===== src/verilog/sdpc_pkg.sv =====
package sdpc_pkg;
  localparam logic [5:0] SDPC_SPACE_CODE = 6'h01;
  localparam int SDPC_SPACE_HI = 31;
  localparam int SDPC_SPACE_LO = 26;
  localparam int SDPC_A10_BIT = 10;
  localparam logic [2:0] SDPC_OP_NONE = 3'h0;
  localparam logic [2:0] SDPC_OP_ACT = 3'h1;
  localparam logic [2:0] SDPC_OP_READ = 3'h2;
  localparam logic [2:0] SDPC_OP_WRITE = 3'h3;
  localparam logic [2:0] SDPC_OP_PRE = 3'h4;
  localparam logic [2:0] SDPC_OP_REF = 3'h5;
  localparam logic [2:0] SDPC_OP_MRS = 3'h6;
  localparam logic [2:0] SDPC_OP_SELF = 3'h7;

  typedef struct packed {
    logic [2:0] op;
    logic [31:0] addr;
    logic word_acc;
    logic a10;
  } sdpc_cmd_t;

  typedef struct packed {
    logic select_n;
    logic ras_n;
    logic cas_n;
    logic write_strobe_n;
    logic low_mask;
    logic high_mask;
    logic a10;
    logic clk_gate;
  } sdpc_pins_t;

  localparam sdpc_pins_t SDPC_PINS_IDLE = '{1'b1, 1'b1, 1'b1, 1'b1, 1'b0, 1'b0, 1'b0, 1'b1};
endpackage


===== src/verilog/sdpc_pin_control.sv =====
`timescale 1ns/1ps
// Summary of operation
// - Select asserted on commands in SDRAM space
// - Only bus master drives select
// - Row strobe low marks row address
// - Column strobe low marks column address
// - Write strobe low write, high read
// - Low mask only with column, never reads
// - Low mask on odd word, 64-bit writes
// - High mask only with column, never reads
// - High mask on even word or 32-bit
// - Dedicated address bit 10 output
// - Clock gate low for self-refresh/suspend
// - Self-refresh and float pins before grant
module sdpc_pin_control #(
  parameter int SPACE_HI = sdpc_pkg::SDPC_SPACE_HI,
  parameter int SPACE_LO = sdpc_pkg::SDPC_SPACE_LO
) (
  input wire logic clk_sys,
  input wire logic nrst,
  input wire logic cmd_valid,
  input wire sdpc_pkg::sdpc_cmd_t cmd,
  input wire logic bus_master,
  input wire logic bus_64bit,
  input wire logic suspend_req,
  input wire logic host_request_line,
  output sdpc_pkg::sdpc_pins_t pins_out,
  output logic pins_oe,
  output logic host_grant_ack
);
  import sdpc_pkg::*;

  // Space code is six bits; any other span could never match it
  if (SPACE_HI - SPACE_LO != 5 || SPACE_HI > 31 || SPACE_LO < 0) begin : g_bad_space
    $error("space field must be six bits inside the address");
  end

  typedef enum logic [1:0] {
    SDPC_RUN = 2'b00,
    SDPC_ENTER_SELF = 2'b01,
    SDPC_GRANTED = 2'b10
  } sdpc_state_t;

  sdpc_state_t state_reg;
  sdpc_pins_t pins_reg;
  sdpc_pins_t pins_next;
  logic oe_reg;
  logic grant_reg;

  function automatic logic in_space(input logic [31:0] a);
    in_space = (a[SPACE_HI:SPACE_LO] == SDPC_SPACE_CODE);
  endfunction

  // Row, column and write strobe levels for one command
  function automatic logic [2:0] cmd_code(input logic [2:0] op);
    case (op)
      SDPC_OP_ACT: cmd_code = 3'h3;
      SDPC_OP_READ: cmd_code = 3'h5;
      SDPC_OP_WRITE: cmd_code = 3'h4;
      SDPC_OP_PRE: cmd_code = 3'h2;
      SDPC_OP_REF: cmd_code = 3'h1;
      SDPC_OP_MRS: cmd_code = 3'h0;
      SDPC_OP_SELF: cmd_code = 3'h1;
      default: cmd_code = 3'h7;
    endcase
  endfunction

  // Low then high mask of a write; kept apart from the command decode
  function automatic logic [1:0] write_masks(input logic wide, input logic word,
                                             input logic odd);
    write_masks[1] = wide && word && odd;
    write_masks[0] = !wide || (word && !odd);
  endfunction

  // Issue only while master and not handing off
  logic issue;
  assign issue = cmd_valid && bus_master && state_reg == SDPC_RUN && !host_request_line &&
    in_space(cmd.addr);

  always_comb begin
    pins_next = SDPC_PINS_IDLE;
    pins_next.clk_gate = !suspend_req;
    pins_next.a10 = cmd.a10;
    if (state_reg != SDPC_RUN) begin
      pins_next.clk_gate = 1'b0;
      pins_next.a10 = 1'b0;
    end else if (issue) begin
      pins_next.select_n = 1'b0;
      case (cmd.op)
        SDPC_OP_ACT: begin
          pins_next.ras_n = 1'b0;
          pins_next.a10 = cmd.a10;
        end
        SDPC_OP_READ: begin
          pins_next.cas_n = 1'b0;
          pins_next.write_strobe_n = 1'b1;
        end
        SDPC_OP_WRITE: begin
          pins_next.cas_n = 1'b0;
          pins_next.write_strobe_n = 1'b0;
          pins_next.low_mask = bus_64bit && cmd.word_acc && cmd.addr[0];
          pins_next.high_mask = !bus_64bit || (cmd.word_acc && !cmd.addr[0]);
        end
        SDPC_OP_PRE: begin
          pins_next.ras_n = 1'b0;
          pins_next.write_strobe_n = 1'b0;
        end
        SDPC_OP_REF: begin
          pins_next.ras_n = 1'b0;
          pins_next.cas_n = 1'b0;
        end
        SDPC_OP_MRS: begin
          pins_next.ras_n = 1'b0;
          pins_next.cas_n = 1'b0;
          pins_next.write_strobe_n = 1'b0;
        end
        SDPC_OP_SELF: begin
          pins_next.ras_n = 1'b0;
          pins_next.cas_n = 1'b0;
          pins_next.clk_gate = 1'b0;
        end
        default: pins_next.select_n = 1'b1;
      endcase
    end
  end

  always_ff @(posedge clk_sys or negedge nrst) begin
    if (!nrst) begin
      pins_reg <= SDPC_PINS_IDLE;
    end else begin
      pins_reg <= pins_next;
    end
  end

  // Handoff: self-refresh entry, then float, then grant
  always_ff @(posedge clk_sys or negedge nrst) begin
    if (!nrst) begin
      state_reg <= SDPC_RUN;
    end else begin
      case (state_reg)
        SDPC_RUN: if (host_request_line && bus_master) state_reg <= SDPC_ENTER_SELF;
        SDPC_ENTER_SELF: state_reg <= SDPC_GRANTED;
        SDPC_GRANTED: if (!host_request_line) state_reg <= SDPC_RUN;
        default: state_reg <= SDPC_RUN;
      endcase
    end
  end

  always_ff @(posedge clk_sys or negedge nrst) begin
    if (!nrst) begin
      oe_reg <= 1'b0;
      grant_reg <= 1'b0;
    end else begin
      oe_reg <= bus_master && state_reg == SDPC_RUN && !host_request_line;
      grant_reg <= state_reg == SDPC_GRANTED && host_request_line;
    end
  end

  // Self-refresh entry cycle also drives the command
  sdpc_pins_t self_cmd;
  always_comb begin
    self_cmd = pins_reg;
    if (state_reg == SDPC_ENTER_SELF) begin
      self_cmd = SDPC_PINS_IDLE;
      self_cmd.select_n = 1'b0;
      {self_cmd.ras_n, self_cmd.cas_n, self_cmd.write_strobe_n} = cmd_code(SDPC_OP_SELF);
      self_cmd.clk_gate = 1'b0;
    end
  end

  assign pins_out = self_cmd;
  assign pins_oe = oe_reg || state_reg == SDPC_ENTER_SELF;
  assign host_grant_ack = grant_reg;
endmodule


===== config.mk =====
export PLATFORM = sky130hd
export DESIGN_NAME = sdpc_pin_control
export DESIGN_NICKNAME = d
export VERILOG_FILES = /design/src/verilog/sdpc_pkg.sv /design/src/verilog/sdpc_pin_control.sv
export SDC_FILE = /design/constraint.sdc
export NUM_CORES = 1
export LEC_CHECK = 0
export ABC_AREA = 0
export BUFFER_PORTS_ARGS = -buffer_cell sky130_fd_sc_hd__buf_2
export CELL_PAD_IN_SITES_DETAIL_PLACEMENT = 0
export CELL_PAD_IN_SITES_GLOBAL_PLACEMENT = 1
export CORE_MARGIN = 2
export CORE_UTILIZATION = 22
export CTS_BUF_LIST = sky130_fd_sc_hd__clkbuf_16
export CTS_CLUSTER_DIAMETER = 120
export DETAILED_ROUTE_END_ITERATION = 10
export HOLD_SLACK_MARGIN = 0.1
export PLACE_DENSITY = 0.78
export REMOVE_ABC_BUFFERS = 1
export SLEW_MARGIN = 10
export SYNTH_ARGS = -nofsm -noshare
export SYNTH_HDL_FRONTEND = slang
export SYNTH_SLANG_ARGS = --single-unit

===== constraint.sdc =====
create_clock -name clk_sys -period 1.28 [get_ports clk_sys]
set_clock_uncertainty 0.05 [all_clocks]
set_input_delay 0.064 -clock clk_sys [delete_from_list [all_inputs] [get_ports clk_sys]]
set_output_delay 0.064 -clock clk_sys [all_outputs]
set_load 0.05 [all_outputs]

==> results.json <==
{
  "status": "complete, but fails checks",
  "violations": "setup timing",
  "multi_input_area_um2": 358,
  "drt_iter0_drc": 10,
  "final_util": 0.458,
  "post-route-min-period_ns": 1.38,
  "synth-edff-count": 0,
  "critPathLaunchType": "flip-flop",
  "cts.path.max_buffers": 2,
  "io_buffers": 28,
  "cap_violations": 0,
  "clkLatencyLatePin_ns": 0.24,
  "largest_reg_flops": 8,
  "num_vias": 546,
  "crit_required_ns": 1.17,
  "cts_hold_buf": 9,
  "synth.distinct_cells": 26,
  "antenna_cells": 0,
  "synth-seq-area-share": 0.533,
  "worst_slew_pin_slew_ns": 0.365,
  "vdd_drop_max_uv": 599,
  "r2r_start": "state_reg[1]$_DFFE_PN0P_",
  "placed_cell_area_um2": 749,
  "drc_errors": 0,
  "yosys_warnings": 0,
  "holdPathStages": 2,
  "coreArea_um2": 2480,
  "drive_gt1_frac": 0.691,
  "seq_area_um2": 309,
  "hold_path_end": "oe_reg$_DFF_PN0_",
  "pwr-share-comb": 0.268,
  "path_clk_slew_ns": 0.04,
  "antenna_found_initial": 0,
  "slew_violations": 0,
  "dieArea_um2": 3040,
  "tritoncts": "done",
  "async_reset_ff_frac": 1.00,
  "wire_per_inst_um": 11.8,
  "viasPerCell": 4.40,
  "die_w_um": 55.2,
  "synthTopCellsByCount": "and2_1 (8), dfrtp_1 (7), dfstp_2 (5)",
  "arrival_ns": 1.27,
  "rr_endpoint": "pins_reg[3]$_DFF_PN0_",
  "numCtsBuffers": 3,
  "min_path_type": "in -> reg",
  "drt_first_pass_iters": 4,
  "rsz0062_at_grt": "yes",
  "p_sw_uw": 361,
  "fin_ws_ns": -0.102,
  "end_kind": "output pin",
  "total_power_uw": 1350,
  "critical_path_class": "reg -> out",
  "synthFlopType": "dfrtp_1",
  "fin_crit_sh": 1.08,
  "grt_usage": 0.119,
  "hpwl_um": 969,
  "power.internal_uw": 990,
  "yosysTopAreaCellShare": 0.304,
  "whs_ns": 0.0103,
  "fp.dieH_um": 55.2,
  "synth_area_per_cell_um2": 11.7,
  "ant_nets": 0,
  "grt_max_degree": 13,
  "design_area_um2": 1130,
  "setup_violations": 13,
  "h-tree-depth": 1,
  "synth_area_leaders": "dfrtp_1 (30%), dfstp_2 (23%), and2_1 (8.7%)",
  "num_io_pins": 54,
  "area_delta_synth_final_pct": 97.0,
  "fmax_ghz": 0.724,
  "initial_core_util": 0.232,
  "maxSlewHeadroom": 0.756,
  "synth_top_area_cell": "dfrtp_1",
  "rr_worst_depth": 5,
  "worstPathMaxFanout": 5,
  "synth_most_common_cell": "and2_1",
  "clock_sinks": 12,
  "hp-start": "host_request_line",
  "final_cell_count_no_fill": 124,
  "rows": 18,
  "switching_share": 0.267,
  "reg2reg_slack_ns": -0.06,
  "syn_area_um2": 576,
  "dpl.cell_count": 106,
  "p_per_area_nw_per_um2": 1190,
  "overflow": 0,
  "grt_pass1_wl_mm": 2.37,
  "grt_pass1_vias": 564,
  "place.gp.congestion": 0.726,
  "final.fill_count": 242,
  "finalHoldViolations": 0,
  "root_buffer": "clkbuf_16",
  "clkPwrFrac": 0.418,
  "syn-instance-count": 49,
  "ys_ff_latch": 12,
  "drt-total-wl_mm": 1.47,
  "nets": 139,
  "pwr-share-seq": 0.314,
  "p_leak_uw": 0.000501
}
## critical path, stage by stage, from the launching register on
cell and delay [ns]:
dfrtp_2 0.44, or2b_4 0.29, and2_4 0.15, buf_8 0.14
## final cells by class
class / instances / area share
timing repair buffer: 41 / 0.306
clock buffer: 3 / 0.0662
tap: 30 / 0.0331
sequential: 12 / 0.273
clock inverter: 1 / 0.00331
inverter: 1 / 0.00331
multi-input combinational: 36 / 0.316
## per-layer routing
metal | global-route usage | vias up | routed length (um)
li1 | - | 262 | -
met1 | 0.111 | 258 | 531
met2 | 0.226 | 22 | 814
met3 | 0.0323 | 4 | 88
met4 | 0.0732 | 0 | 36
met5 | 0 | - | 0
## cells by family (layout without fill, tap and decap cells)
| logic type | count (synthesis) | count (layout) | synth area share |
|---|---|---|---|
| compound gates | 5 | 5 | 0.0761 |
| flops | 12 | 12 | 0.533 |
| buf+inv | 2 | 46 | 0.0130 |
| mux | 1 | 1 | 0.0174 |
| simple gates | 29 | 30 | 0.361 |
## metrics by stage
stage	worst slack, ns	TNS (ns)
5_1_grt	-0.128	-1.60
4_1_cts	-0.103	-0.936
3_5_place_dp	-0.123	-0.493
6_report	-0.102	-0.965
2_1_floorplan	0.00296	0
3_3_place_gp	-0.0625	-0.140
## power groups by stage
stage / clock network, uW / registers, uW / logic, uW
after floorplan: 0 / 430 / 138
after global placement: 0 / 423 / 221
after detailed placement: 0 / 424 / 224
after CTS: 581 / 422 / 352
after global routing: 590 / 426 / 384
final: 565 / 424 / 362
## what timing repair did
action                                  CTS  global route
pin swaps                                12             1
buffers inserted                          4             0
hold endpoints to repair                 22             1
cloned                                    1             0
resized for setup                        45             5
endpoints found under the setup margin   14            16
## how the worst max path moves through the flow
| stage | from | slack [ns] | cells past startpoint | end |
|---|---|---|---|---|
| after floorplan | state_reg[0]$_DFFE_PN0P_ | 0.003 | 3 | pins_reg[2]$_DFF_PN0_ |
| after global placement | state_reg[0]$_DFFE_PN0P_ | -0.06 | 3 | pins_reg[2]$_DFF_PN0_ |
| after detailed placement | state_reg[0]$_DFFE_PN0P_ | -0.12 | 3 | pins_reg[2]$_DFF_PN0_ |
| after CTS | state_reg[1]$_DFFE_PN0P_ | -0.10 | 3 | pins_out[2] |
| after global routing | state_reg[0]$_DFFE_PN0P_ | -0.13 | 3 | pins_out[2] |
| final | state_reg[1]$_DFFE_PN0P_ | -0.10 | 3 | pins_out[2] |
## layout by cell type, fill, tap and decap left out, types with 2 or more instances in the layout
cell type and instances:
dlygate4sd3_1 9, nand2_1 2, buf_4 3, nand2_2 2
buf_6 3, buf_8 7, nand2b_1 3, dfrtp_1 5
and2_4 7, buf_2 19, dfrtp_2 2, or2b_4 2
clkbuf_16 3, dfstp_2 5
Power figures use the tool's default switching activity.
